<file path="src/include/precip_consts.svh">
// Offsets, field positions, reset values and timing counts of the block
// How it works
// - A control bit enables the sensor; when off no output is evaluated or sent.
// - Limit count selects none, output 1, or outputs 1 and 2, each own setup.
// - Per output, polarity chooses whether rain gives a 1 or a 0.
// - Switch-on delay picks none, 1s to 60min from fourteen choices.
// - Switch-off delay uses the same fourteen choices, set on its own.
// - A change to 1 is accepted and sent only after the on delay.
// - While the on delay runs, cyclic sends keep the old 0.
// - A change to 0 is accepted and sent only after the off delay.
// - While the off delay runs, cyclic sends keep the old 1.
// - With no-telegram set, change and cyclic sends are suppressed while the rain condition holds.
// - Send-on-change off means no send caused by a state change.
// - Send-on-change on sends every accepted transition in either direction, except a change to the rain state while no-telegram is set.
// - A cyclic setting of one or more sends periodically regardless of change.
// - The cyclic period is the setting times ten seconds.
// - A cyclic setting of zero disables periodic sending.
// - No send-on-change and cyclic zero means the output is sent only on supply loss and return.
// - A missing 24V supply makes the input read as rain.
// - Supply loss and return each force evaluation and send each output twice.
// - Each output is one bit showing the accepted limit state.
`ifndef PRECIP_CONSTS_SVH
`define PRECIP_CONSTS_SVH
`define REG_CTRL 8'h00
`define REG_CFG1 8'h04
`define REG_CFG2 8'h08
`define REG_STATUS 8'h0C
`define CTRL_EN_BIT 0
`define CTRL_CNT_LO 1
`define CTRL_W 3
`define CFG_W 18
`define CTRL_RST 3'h0
`define CFG_RST 18'h0_0000
`define RESP_OKAY 2'h0
`define RESP_SLVERR 2'h2
`define CLK_PERIOD_NS 10
`define TICK_PERIOD_NS 1000000000
`define TICK_CYCLES (`TICK_PERIOD_NS / `CLK_PERIOD_NS)
`define CYC_STEP_S 10
`endif

</file>
<file path="src/include/precip_pkg.sv">
// Types shared by the limit output block
package precip_pkg;
  // Packed so that a configuration word maps bit for bit
  typedef struct packed {
    logic mute;
    logic [6:0] cyc;
    logic on_chg;
    logic [3:0] off_sel;
    logic [3:0] on_sel;
    logic pol;
  } chan_cfg_t;
endpackage : precip_pkg

</file>
<file path="src/include/chan_if.sv">
// Link between the register front end and one limit channel
`timescale 1ns/1ns
interface chan_if;
  import precip_pkg::*;
  chan_cfg_t cfg;
  logic en;
  logic tick;
  logic rain;
  logic force_evt;
  logic state;
  logic tx;
  logic busy;
  modport ctl (output cfg, en, tick, rain, force_evt, input state, tx, busy);
  modport ch (input cfg, en, tick, rain, force_evt, output state, tx, busy);
endinterface : chan_if

</file>
<file path="src/rtl/limit_channel.sv">
// One limit output: delays, change and cyclic sends, supply events
`timescale 1ns/1ns
`include "precip_consts.svh"
module limit_channel (
  input wire logic ref_clk,
  input wire logic rst_n,
  chan_if.ch port
);
  import precip_pkg::*;

  function automatic logic [11:0] delay_secs(input logic [3:0] sel);
    case (sel)
      4'h1: delay_secs = 12'h001;
      4'h2: delay_secs = 12'h003;
      4'h3: delay_secs = 12'h005;
      4'h4: delay_secs = 12'h00A;
      4'h5: delay_secs = 12'h00F;
      4'h6: delay_secs = 12'h01E;
      4'h7: delay_secs = 12'h03C;
      4'h8: delay_secs = 12'h0B4;
      4'h9: delay_secs = 12'h12C;
      4'hA: delay_secs = 12'h258;
      4'hB: delay_secs = 12'h384;
      4'hC: delay_secs = 12'h708;
      4'hD: delay_secs = 12'hE10;
      default: delay_secs = 12'h000;
    endcase
  endfunction : delay_secs

  logic state, primed, tx;
  logic [11:0] dly;
  logic [10:0] cyc;
  logic [1:0] pend;
  logic next_state, next_primed, next_tx;
  logic [11:0] next_dly;
  logic [10:0] next_cyc;
  logic [1:0] next_pend;
  logic target, mute, busy;
  logic [11:0] lim;
  logic [2:0] add;
  logic [2:0] sum;

  always_comb
  begin
    next_state = state;
    next_primed = primed;
    next_dly = dly;
    next_cyc = cyc;
    next_tx = 1'b0;
    add = 3'h0;
    target = port.cfg.pol ? port.rain : ~port.rain;
    mute = port.cfg.mute && (state == port.cfg.pol);
    lim = state ? delay_secs(port.cfg.off_sel) : delay_secs(port.cfg.on_sel);
    busy = primed && (target != state) && (lim != 12'h000);
    if (!port.en)
    begin
      next_state = ~port.cfg.pol;
      next_primed = 1'b0;
      next_dly = 12'h000;
      next_cyc = 11'h000;
    end
    else if (!primed)
    begin
      next_state = ~port.cfg.pol;
      next_primed = 1'b1;
    end
    else if (port.force_evt)
    begin
      // Supply events bypass the delays
      next_state = target;
      next_dly = 12'h000;
      next_cyc = 11'h000;
      add = 3'h2;
    end
    else
    begin
      if (target == state)
        next_dly = 12'h000;
      else if (lim == 12'h000 || (port.tick && dly + 12'h001 >= lim))
      begin
        next_state = target;
        next_dly = 12'h000;
        if (port.cfg.on_chg &&
            !(port.cfg.mute && target == port.cfg.pol))
          add = 3'h1;
      end
      else if (port.tick)
        next_dly = dly + 12'h001;
      // Cyclic sends carry the held state, so they repeat the old value
      if (port.cfg.cyc != 7'h00 && port.tick)
      begin
        if (cyc + 11'h001 >= 11'(port.cfg.cyc) * 11'(`CYC_STEP_S))
        begin
          next_cyc = 11'h000;
          if (!mute)
            add = add + 3'h1;
        end
        else
          next_cyc = cyc + 11'h001;
      end
      else if (port.cfg.cyc == 7'h00)
        next_cyc = 11'h000;
    end
    sum = {1'b0, pend} + add;
    next_pend = (sum > 3'h3) ? 2'h3 : sum[1:0];
    if (!port.en)
      next_pend = 2'h0;
    else if (next_pend != 2'h0)
    begin
      next_tx = 1'b1;
      next_pend = next_pend - 2'h1;
    end
  end

  always_ff @(posedge ref_clk)
  begin
    if (!rst_n)
    begin
      state <= 1'b0;
      primed <= 1'b0;
      dly <= 12'h000;
      cyc <= 11'h000;
      pend <= 2'h0;
      tx <= 1'b0;
    end
    else
    begin
      state <= next_state;
      primed <= next_primed;
      dly <= next_dly;
      cyc <= next_cyc;
      pend <= next_pend;
      tx <= next_tx;
    end
  end

  assign port.state = state;
  assign port.tx = tx;
  assign port.busy = busy;
endmodule : limit_channel

</file>
<file path="src/rtl/precip_limit_output.sv">
// Precipitation limit outputs with an AXI4-Lite register front end
//
// The AXI4-Lite slave port and the placing of the registers were decided locally.
`timescale 1ns/1ns
`include "precip_consts.svh"
module precip_limit_output #(
  parameter int TICK_CYCLES = `TICK_CYCLES
) (
  input wire logic ref_clk,
  input wire logic rst_n,
  input wire logic rain_raw,
  input wire logic supply_ok,
  input wire logic [7:0] s_axi_awaddr,
  input wire logic s_axi_awvalid,
  output logic s_axi_awready,
  input wire logic [31:0] s_axi_wdata,
  input wire logic [3:0] s_axi_wstrb,
  input wire logic s_axi_wvalid,
  output logic s_axi_wready,
  output logic [1:0] s_axi_bresp,
  output logic s_axi_bvalid,
  input wire logic s_axi_bready,
  input wire logic [7:0] s_axi_araddr,
  input wire logic s_axi_arvalid,
  output logic s_axi_arready,
  output logic [31:0] s_axi_rdata,
  output logic [1:0] s_axi_rresp,
  output logic s_axi_rvalid,
  input wire logic s_axi_rready,
  output logic [1:0] limit_out,
  output logic [1:0] tx_req
);
  import precip_pkg::*;

  function automatic logic [31:0] merge(
    input logic [31:0] old,
    input logic [31:0] data,
    input logic [3:0] strb
  );
    logic [31:0] res;
    res = old;
    for (int b = 0; b < 4; b++)
    begin
      if (strb[b])
        res[b*8 +: 8] = data[b*8 +: 8];
    end
    merge = res;
  endfunction : merge

  // Input synchronisers and supply edge
  logic rain_s1, rain_s2, sup_s1, sup_s2, sup_d;
  logic next_rain_s1, next_rain_s2, next_sup_s1, next_sup_s2, next_sup_d;
  logic rain_eff, force_evt;

  always_comb
  begin
    next_rain_s1 = rain_raw;
    next_rain_s2 = rain_s1;
    next_sup_s1 = supply_ok;
    next_sup_s2 = sup_s1;
    next_sup_d = sup_s2;
  end

  always_ff @(posedge ref_clk)
  begin
    if (!rst_n)
    begin
      rain_s1 <= 1'b0;
      rain_s2 <= 1'b0;
      // Supply taken as present, so release raises no false supply event
      sup_s1 <= 1'b1;
      sup_s2 <= 1'b1;
      sup_d <= 1'b1;
    end
    else
    begin
      rain_s1 <= next_rain_s1;
      rain_s2 <= next_rain_s2;
      sup_s1 <= next_sup_s1;
      sup_s2 <= next_sup_s2;
      sup_d <= next_sup_d;
    end
  end

  // No supply reads as rain
  assign rain_eff = rain_s2 | ~sup_s2;
  // Both loss and return of the supply trigger the double send
  assign force_evt = sup_s2 ^ sup_d;

  // One-second timebase
  logic [31:0] pre;
  logic [31:0] next_pre;
  logic tick, next_tick;

  always_comb
  begin
    next_tick = 1'b0;
    if (pre >= 32'(TICK_CYCLES - 1))
    begin
      next_pre = 32'h0000_0000;
      next_tick = 1'b1;
    end
    else
      next_pre = pre + 32'h0000_0001;
  end

  always_ff @(posedge ref_clk)
  begin
    if (!rst_n)
    begin
      pre <= 32'h0000_0000;
      tick <= 1'b0;
    end
    else
    begin
      pre <= next_pre;
      tick <= next_tick;
    end
  end

  // Register file and AXI4-Lite slave
  logic [`CTRL_W-1:0] ctrl;
  logic [`CFG_W-1:0] cfg1, cfg2;
  logic aw_hold, w_hold;
  logic [7:0] aw_addr;
  logic [31:0] w_data;
  logic [3:0] w_strb;
  logic [`CTRL_W-1:0] next_ctrl;
  logic [`CFG_W-1:0] next_cfg1, next_cfg2;
  logic next_aw_hold, next_w_hold;
  logic [7:0] next_aw_addr;
  logic [31:0] next_w_data;
  logic [3:0] next_w_strb;
  logic next_awready, next_wready, next_bvalid, next_arready, next_rvalid;
  logic [1:0] next_bresp, next_rresp;
  logic [31:0] next_rdata;
  logic [31:0] status;
  logic [1:0] busy;

  always_comb
  begin
    next_ctrl = ctrl;
    next_cfg1 = cfg1;
    next_cfg2 = cfg2;
    next_aw_hold = aw_hold;
    next_w_hold = w_hold;
    next_aw_addr = aw_addr;
    next_w_data = w_data;
    next_w_strb = w_strb;
    next_bvalid = s_axi_bvalid;
    next_bresp = s_axi_bresp;
    next_rvalid = s_axi_rvalid;
    next_rresp = s_axi_rresp;
    next_rdata = s_axi_rdata;
    status = {26'h000_0000, busy, limit_out, sup_s2, rain_eff};
    if (s_axi_awvalid && s_axi_awready)
    begin
      next_aw_hold = 1'b1;
      next_aw_addr = s_axi_awaddr;
    end
    if (s_axi_wvalid && s_axi_wready)
    begin
      next_w_hold = 1'b1;
      next_w_data = s_axi_wdata;
      next_w_strb = s_axi_wstrb;
    end
    if (aw_hold && w_hold && !s_axi_bvalid)
    begin
      next_aw_hold = 1'b0;
      next_w_hold = 1'b0;
      next_bvalid = 1'b1;
      next_bresp = `RESP_OKAY;
      case (aw_addr)
        `REG_CTRL:
          next_ctrl = `CTRL_W'(merge(32'(ctrl), w_data, w_strb));
        `REG_CFG1:
          next_cfg1 = `CFG_W'(merge(32'(cfg1), w_data, w_strb));
        `REG_CFG2:
          next_cfg2 = `CFG_W'(merge(32'(cfg2), w_data, w_strb));
        default:
          next_bresp = `RESP_SLVERR;
      endcase
    end
    else if (s_axi_bvalid && s_axi_bready)
      next_bvalid = 1'b0;
    if (s_axi_arvalid && s_axi_arready)
    begin
      next_rvalid = 1'b1;
      next_rresp = `RESP_OKAY;
      case (s_axi_araddr)
        `REG_CTRL: next_rdata = 32'(ctrl);
        `REG_CFG1: next_rdata = 32'(cfg1);
        `REG_CFG2: next_rdata = 32'(cfg2);
        `REG_STATUS: next_rdata = status;
        default:
        begin
          next_rdata = 32'h0000_0000;
          next_rresp = `RESP_SLVERR;
        end
      endcase
    end
    else if (s_axi_rvalid && s_axi_rready)
      next_rvalid = 1'b0;
    // Ready is registered, so a second request waits for the answer
    next_awready = !next_aw_hold && !next_bvalid;
    next_wready = !next_w_hold && !next_bvalid;
    next_arready = !next_rvalid;
  end

  always_ff @(posedge ref_clk)
  begin
    if (!rst_n)
    begin
      ctrl <= `CTRL_RST;
      cfg1 <= `CFG_RST;
      cfg2 <= `CFG_RST;
      aw_hold <= 1'b0;
      w_hold <= 1'b0;
      aw_addr <= 8'h00;
      w_data <= 32'h0000_0000;
      w_strb <= 4'h0;
      s_axi_awready <= 1'b0;
      s_axi_wready <= 1'b0;
      s_axi_bvalid <= 1'b0;
      s_axi_bresp <= `RESP_OKAY;
      s_axi_arready <= 1'b0;
      s_axi_rvalid <= 1'b0;
      s_axi_rresp <= `RESP_OKAY;
      s_axi_rdata <= 32'h0000_0000;
    end
    else
    begin
      ctrl <= next_ctrl;
      cfg1 <= next_cfg1;
      cfg2 <= next_cfg2;
      aw_hold <= next_aw_hold;
      w_hold <= next_w_hold;
      aw_addr <= next_aw_addr;
      w_data <= next_w_data;
      w_strb <= next_w_strb;
      s_axi_awready <= next_awready;
      s_axi_wready <= next_wready;
      s_axi_bvalid <= next_bvalid;
      s_axi_bresp <= next_bresp;
      s_axi_arready <= next_arready;
      s_axi_rvalid <= next_rvalid;
      s_axi_rresp <= next_rresp;
      s_axi_rdata <= next_rdata;
    end
  end

  // Channels
  chan_if ch_bus[2] ();
  logic [1:0] cnt;
  assign cnt = ctrl[`CTRL_CNT_LO +: 2];

  assign ch_bus[0].cfg = chan_cfg_t'(cfg1);
  assign ch_bus[1].cfg = chan_cfg_t'(cfg2);
  assign ch_bus[0].en = ctrl[`CTRL_EN_BIT] && cnt != 2'h0;
  assign ch_bus[1].en = ctrl[`CTRL_EN_BIT] && cnt[1];

  for (genvar i = 0; i < 2; i++)
  begin : g_ch
    assign ch_bus[i].tick = tick;
    assign ch_bus[i].rain = rain_eff;
    assign ch_bus[i].force_evt = force_evt;
    // Channel state and send strobe are flip-flops inside the channel
    assign limit_out[i] = ch_bus[i].state;
    assign tx_req[i] = ch_bus[i].tx;
    assign busy[i] = ch_bus[i].busy;
    limit_channel u_ch (
      .ref_clk(ref_clk),
      .rst_n(rst_n),
      .port(ch_bus[i])
    );
  end
endmodule : precip_limit_output

</file>
<file path="config.mk">
export PLATFORM = sky130hd
export DESIGN_NAME = precip_limit_output
export DESIGN_NICKNAME = d
export VERILOG_FILES = /design/src/include/precip_pkg.sv /design/src/include/chan_if.sv /design/src/rtl/limit_channel.sv /design/src/rtl/precip_limit_output.sv
export VERILOG_INCLUDE_DIRS = /design/src /design/src/include
export SDC_FILE = /design/constraint.sdc
export NUM_CORES = 1
export LEC_CHECK = 0
export BUFFER_PORTS_ARGS = -buffer_cell sky130_fd_sc_hd__buf_2
export CORE_ASPECT_RATIO = 1.4
export CORE_UTILIZATION = 30
export CTS_BUF_LIST = sky130_fd_sc_hd__clkbuf_8 sky130_fd_sc_hd__clkbuf_16
export DETAILED_ROUTE_END_ITERATION = 10
export PLACE_DENSITY = 0.54
export SETUP_SLACK_MARGIN = 0.02
export SYNTH_ARGS = -nofsm -noshare
export SYNTH_HDL_FRONTEND = slang
export SYNTH_SLANG_ARGS = --single-unit
</file>
<file path="constraint.sdc">
create_clock -name ref_clk -period 5.3 [get_ports ref_clk]
set_input_delay 1.06 -clock ref_clk [delete_from_list [all_inputs] [get_ports ref_clk]]
set_output_delay 1.06 -clock ref_clk [all_outputs]
set_load 0.05 [all_outputs]
</file>
# Yosys cells after proc, flatten, opt, wreduce, memory -nomap -nowiden
# Memories as Yosys holds them, arrays and structs flattened. A register that Yosys moved wholly into a read port is not among the register bits.
# Index checks and enable logic that the tools add are counted.
[word_totals]
register_bits = 205
mem_bits_ro = 768
input_bits = 61
output_inout_bits = 45
elab_cells = 234
n_memories = 4
[mem_list]
columns = ["memory", "words", "width", "rd", "rd_clocked_by_memory_dff", "wr", "line_no", "text"]
rows = [
  ["(no name shown)", 16, 12, 1, 0, 0, "limit_channel.sv:12", "case (sel)"],
  ["(no name shown)", 16, 12, 1, 1, 0, "limit_channel.sv:12", ""],
  ["(no name shown)", 16, 12, 1, 0, 0, "limit_channel.sv:12", ""],
  ["(no name shown)", 16, 12, 1, 1, 0, "limit_channel.sv:12", ""],
]
[classes]
add_sub_neg = 11
multipliers = 2
n_lt_le_gt_ge = 7
eq_ne = 17
mux = 78
bitwise_logic = 7
reduce_logical = 69
[ops]
columns = ["op", "n"]
rows = [
  ["12-bit two-way mux", 10],
  ["11-bit two-way mux", 8],
  ["18-bit one-hot mux with 4 select lines", 1],
  ["3-bit two-way mux", 22],
  ["32-bit by 1-bit adder with 32-bit output, second input constant", 1],
  ["32-bit by 27-bit >= comparator with 1-bit output, second input constant", 1],
  ["1-bit two-way mux", 27],
  ["1-bit logical AND", 25],
  ["12-bit by 1-bit adder with 12-bit output, second input constant", 2],
  ["8-bit by 4-bit equality test with 1-bit output, second input constant", 3],
  ["12-bit >= comparator", 2],
  ["12-bit zero test", 2],
  ["12-bit nonzero test", 2],
  ["11-bit by 1-bit adder with 11-bit output, second input constant", 2],
  ["11-bit >= comparator", 2],
  ["3-bit AND reduction", 7],
  ["7-bit by 3-bit multiplier with 10-bit output, second input constant", 2],
  ["8-bit by 3-bit equality test with 1-bit output, second input constant", 2],
  ["8-bit zero test", 2],
  ["4-bit two-way mux", 4],
  ["4-bit inequality test, second input constant", 4],
  ["2-bit AND reduction", 8],
  ["7-bit zero test", 2],
  ["7-bit nonzero test", 2],
  ["18 further kinds", 48],
]

# Longest topological paths before layout
[depth]
ltp_word = 26
depth_mapped = 22

# Cells and area by module
# A second synthesis with hierarchy kept.
[hier_totals]
hier_cells = 1346
hier_area_um2 = 11447.2
[modules_own_cells]
columns = ["module", "n_inst", "cells_per_inst", "area_each_um2", "seq_area_each_um2"]
rows = [
  ["limit_channel", 2, 370, 3047.9, 560.5],
  ["precip_limit_output", 1, 606, 5351.4, 2662.6],
]

# Worst setup path after synthesis
# No wires, ideal clock.
[synth_path]
kind = "reg-to-reg"
from = "register g_ch[0].u_ch.dly[2]"
to = "register g_ch[0].u_ch.pend[1]"
setup_time_ps = 115
arrival_ps = 4176
required_ps = 5185
setup_slack_ps = 1009
path_stages_with_launch = 23
path_cell_list = "dfxtp_1 -> nand3_1 -> or3_1 -> nor3_1 -> nand3_1 -> nor3_1 -> xnor2_1 -> inv_1 -> ha_1 -> and2_0 -> a221o_1 -> nand2_1 -> o21ai_0 -> a21oi_1 -> nor2_1 -> ha_1 -> nand3_1 -> a21oi_1 -> ha_1 -> inv_1 -> fa_1 -> o21ai_0 -> and2_1"
[synth_between]
elab_chain_cells = 21
elab_cells_between_ends = 22
cone_classes = "4 x add/sub; 2 x order compare; 13 x mux; 3 x reduce/logical"
[synth_lines]
columns = ["element", "line_no", "text"]
rows = [
  ["start: declaration", "limit_channel.sv:31", "logic [11:0] dly;"],
  ["start signal: assignment", "limit_channel.sv:130", "dly <= next_dly;"],
  ["12-bit by 1-bit adder with 12-bit output *", "limit_channel.sv:79", "else if (lim == 12'h000 || (port.tick && dly + 12'h001 >= lim))"],
  ["12-bit >= comparator *", "limit_channel.sv:79", ""],
  ["1-bit logical AND *", "limit_channel.sv:79", ""],
  ["1-bit logical OR *", "limit_channel.sv:79", ""],
  ["3-bit two-way mux *", "limit_channel.sv:79", ""],
  ["3-bit two-way mux *", "limit_channel.sv:77", "if (target == state)"],
  ["3-bit two-way mux *", "limit_channel.sv:67", "else if (port.force_evt)"],
  ["3-bit two-way mux *", "limit_channel.sv:62", "else if (!primed)"],
  ["[5 not listed]", "--", ""],
  ["3-bit two-way mux *", "limit_channel.sv:67", ""],
  ["3-bit two-way mux *", "limit_channel.sv:62", ""],
  ["3-bit two-way mux *", "limit_channel.sv:55", "if (!port.en)"],
  ["2-bit by 3-bit adder with 3-bit output *", "limit_channel.sv:104", "sum = {1'b0, pend} + add;"],
  ["3-bit by 2-bit > comparator with 1-bit output", "limit_channel.sv:105", "next_pend = (sum > 3'h3) ? 2'h3 : sum[1:0];"],
  ["2-bit two-way mux *", "limit_channel.sv:105", ""],
  ["2-bit by 1-bit subtractor with 2-bit output / 2-bit nonzero test (equally long branches)", "limit_channel.sv:111, limit_channel.sv:108", ""],
  ["2-bit two-way mux *", "limit_channel.sv:108", "else if (next_pend != 2'h0)"],
  ["end signal: assignment", "limit_channel.sv:132", "pend <= next_pend;"],
  ["end: declaration", "limit_channel.sv:33", "logic [1:0] pend;"],
]
# Mark *: on every way between the ends. The rest lies on a longest branch, timed or not. The select of a mux whose other input is x is not followed.
# A chain may end at the register's enable or synchronous reset.

# Worst setup path after layout
[layout_path]
from = "register g_ch[0].u_ch.dly[2]"
to = "register g_ch[0].u_ch.pend[0]"
# The elaborated chain is that of the path after synthesis.

==> run_results.csv <==
group,metric,value,unit
status,status,"completed",
sta,period_share,90.26,%
synth,yosysMostFrequentCell,"dfxtp_1",
die,io_pins,106,
synth,yosys_warnings,0,
clock_network,clockBufferDepth,3,
cells_and_area,fillCellCount,4079,
setup_path,rr_worst_depth,21,
worst_hold_path,hold_class,"flip-flop to flip-flop",
synth,yosysSeqAreaShare,35.86,%
setup_path,worstSetupPathType,"flip-flop to flip-flop",
worst_hold_path,hold_path_end,"next_sup_d",
placement,dpl_cell_area,12680,um2
sta,clock_skew,14.50,ps
flow_run,max_cap_violations,0,
synth,ys_types,79,
sta,worst_pin_slew,1182,ps
routing,drt-vias-per-instance,4.912,
pwr,powerDensity,273.4,nW/um2
routing,routed_wl,30080,um
synth,synth_common_cells,"dfxtp_1 (213), nor2_1 (153), nand2_1 (146)",
grt,grt_pass1_wl,48370,um
cells_and_area,stdcell_area,13620,um2
clock_network,cts_hold_buf,0,
die,initial_core_util,30.71,%
grt,grt_pass1_vias,9386,
clock_network,cts_resized,0,
clock_network,cts_tree,"built",
cells_and_area,syn2layout_area_growth,14.51,%
setup_path,critPathArrivalTime,5220,ps
clock_network,cts_setup_buffers,0,
synth,async_flop_share,0,%
synth,avgSynthCellArea,8.463,um2
die,die_y,237.6,um
clock_network,cts_buffers,26,
die,die_w,170.3,um
cells_and_area,multi_input_area,7024,um2
sta,fmax,0.2090,GHz
sta,slew_viol_final,0,
setup_path,end_kind,"flip-flop",
clock_network,clock_latency,540,ps
setup_path,cp_data_required_time,5740,ps
routing,drtAntennaViolNets,0,
sta,maxSlewHeadroom,20.65,%
routing,drc,0,
grt,track_usage,14.84,%
routing,num_vias,9848,
grt,grt_overflow_total,0,
routing,drt-initial-drc-count,418,
placement,port_buffers,74,
placement,place_hpwl,22720,um
synth,synth_top_area_share,35.86,%
grt,grt_max_degree,59,
clock_network,cts_max_level,1,
die,dieArea,40440,um2
sta,finalSetupTns,0,ps
pwr,pwr-share-comb,4.9,%
pwr,clock_power_share,51.0,%
sta,setup_viol,0,
grt,antenna_found_initial,1,
clock_network,cts_sinks,213,
setup_path,start_kind,"flip-flop",
synth,syn_inst,1405,
setup_path,cp_max_fo,6,
synth,synth.area.top_cells,"dfxtp_1 (36%), ha_1 (11%), nor2_1 (4.8%)",
pwr,sw_frac_of_total,23.97,%
sta,rsz0062_at_grt,"false",
worst_hold_path,worst_hold_startpoint,"next_sup_s2",
pwr,internal-power,2.830,mW
pwr,seqPwrFrac,44.1,%
sta,finalCriticalPeriod,4784,ps
setup_path,r2r_slack,520,ps
synth,synth_top_cell_by_area,"dfxtp_1",
setup_path,reg2reg_to,"g_ch[0].u_ch.pend[0]",
clock_network,path_clk_slew,60,ps
synth,ys_ff_latch,213,
routing,drt-pass1-iter-count,5,
routing,wl_per_cell,15.00,um
cells_and_area,drive_above_1_share,10.86,%
sta,hold_violations,0,
pwr,ir_worst_vdd,0.0002303,V
clock_network,cts_root_buffer,"clkbuf_16",
synth,synth_area,11890,um2
synth,ys.flop_type,"dfxtp_1",
synth,synth-edff-count,0,
die,coreArea,38710,um2
setup_path,timing.rr.start,"g_ch[0].u_ch.dly[2]",
cells_and_area,fin_util,35.17,%
placement,gp_congestion,0.8726,
pwr,switchingPower,0.8924,mW
worst_hold_path,hold_depth,1,
pwr,total_leakage_power,5.577,nW
cells_and_area,regArea,4264,um2
cells_and_area,fin_nets,1632,
die,rows,85,
[worst max path at each step]
stage	depth (start not counted)	end	start	slack, ps
floorplan	22	g_ch[0].u_ch.pend[1]	g_ch[0].u_ch.dly[2]	1010
global placement	22	g_ch[0].u_ch.pend[1]	g_ch[0].u_ch.dly[2]	400
detailed placement	21	g_ch[0].u_ch.pend[0]	g_ch[0].u_ch.dly[2]	360
CTS	21	g_ch[0].u_ch.pend[0]	g_ch[0].u_ch.dly[2]	350
global route	21	g_ch[0].u_ch.pend[0]	g_ch[0].u_ch.dly[2]	40
finish	21	g_ch[0].u_ch.pend[0]	g_ch[0].u_ch.dly[2]	520
[layer usage]
metal  global-route usage, %  vias up  wire length (um)
met5                       0        -                13
met4                   5.870        2               843
met3                   2.348       49              1254
met2                   25.77      162             14670
met1                   18.12     4634             13300
li1                        -     5001                 -
[power groups by stage]
stage,Sequential (mW),Combinational (mW),Clock [mW]
after CTS,1.64,0.183,1.95
after floorplan,1.68,0.134,0
final,1.64,0.183,1.90
after detailed placement,1.68,0.183,0
after global routing,1.64,0.200,2.02
after global placement,1.68,0.182,0
[kinds of logic after synthesis]
kind of cell / after synthesis / share of synthesized area [%]
AOI/OAI and AO/OA: 269 / 14.82
xor gates and xnor gates: 72 / 5.367
adders and majority gates: 109 / 11.72
buffers and inverters: 155 / 5.777
DFF: 213 / 35.86
muxes: 49 / 4.441
other: 1 / 0.03154
and+or+nand+nor: 537 / 21.98
[worst max-delay path, cell delays in order, from the launching register on]
cell     delay [ps]
dfxtp_1         430
nand3_1         200
or3_1           410
nor3_2          200
nand3_1         220
nor3_2          180
xnor2_1         160
inv_1            70
ha_1            280
and2_0          170
a221o_1         310
nand2_1          80
o21ai_0         180
a21oi_1         240
nor2_1           80
ha_1            280
nand3_1          60
a21oi_1         140
ha_1            160
inv_1            50
fa_1            490
nor4b_1         300
[placed cells by master (no fill, tap or decap), types with 12 or more instances in the layout]
cell type    n
a21oi_1     86
a22o_1      12
a22oi_1     30
a31oi_1     17
and2_1      14
and3_1      22
buf_2       74
clkbuf_16   27
conb_1      21
dfxtp_1    213
ha_1       105
inv_1       80
mux2i_1     46
nand2_1    146
nand2b_1    21
nand3_1     52
nand4_1     27
nor2_1     153
nor2b_1     17
nor3_1      29
o211ai_1    13
o21ai_0     36
xnor2_1     42
xor2_1      29
[stage by stage]
step | instances | power [mW] | setup slack, ps | hold WS [ps]
6_report | 2005 | 3.723 | 516.1 | 417.1
2_1_floorplan | 1425 | 1.814 | 1009 | 386.3
3_5_place_dp | 1956 | 1.861 | 360.4 | 398.6
5_1_grt | 2004 | 3.862 | 42.33 | 463.3
3_3_place_gp | 1956 | 1.859 | 403.2 | 398.4
4_1_cts | 2004 | 3.773 | 353.6 | 413.1
[area by class of cell]
cell class / count / area share (%)
multi-input cells: 1057 / 51.59
inverters: 80 / 2.205
diodes: 1 / 0.01838
clock inverters: 19 / 1.636
clock buffers: 29 / 5.164
well taps: 522 / 4.797
flip-flops and latches: 213 / 31.32
repair buffers: 84 / 3.271
Note: power is estimated with default switching activity, not from simulation.
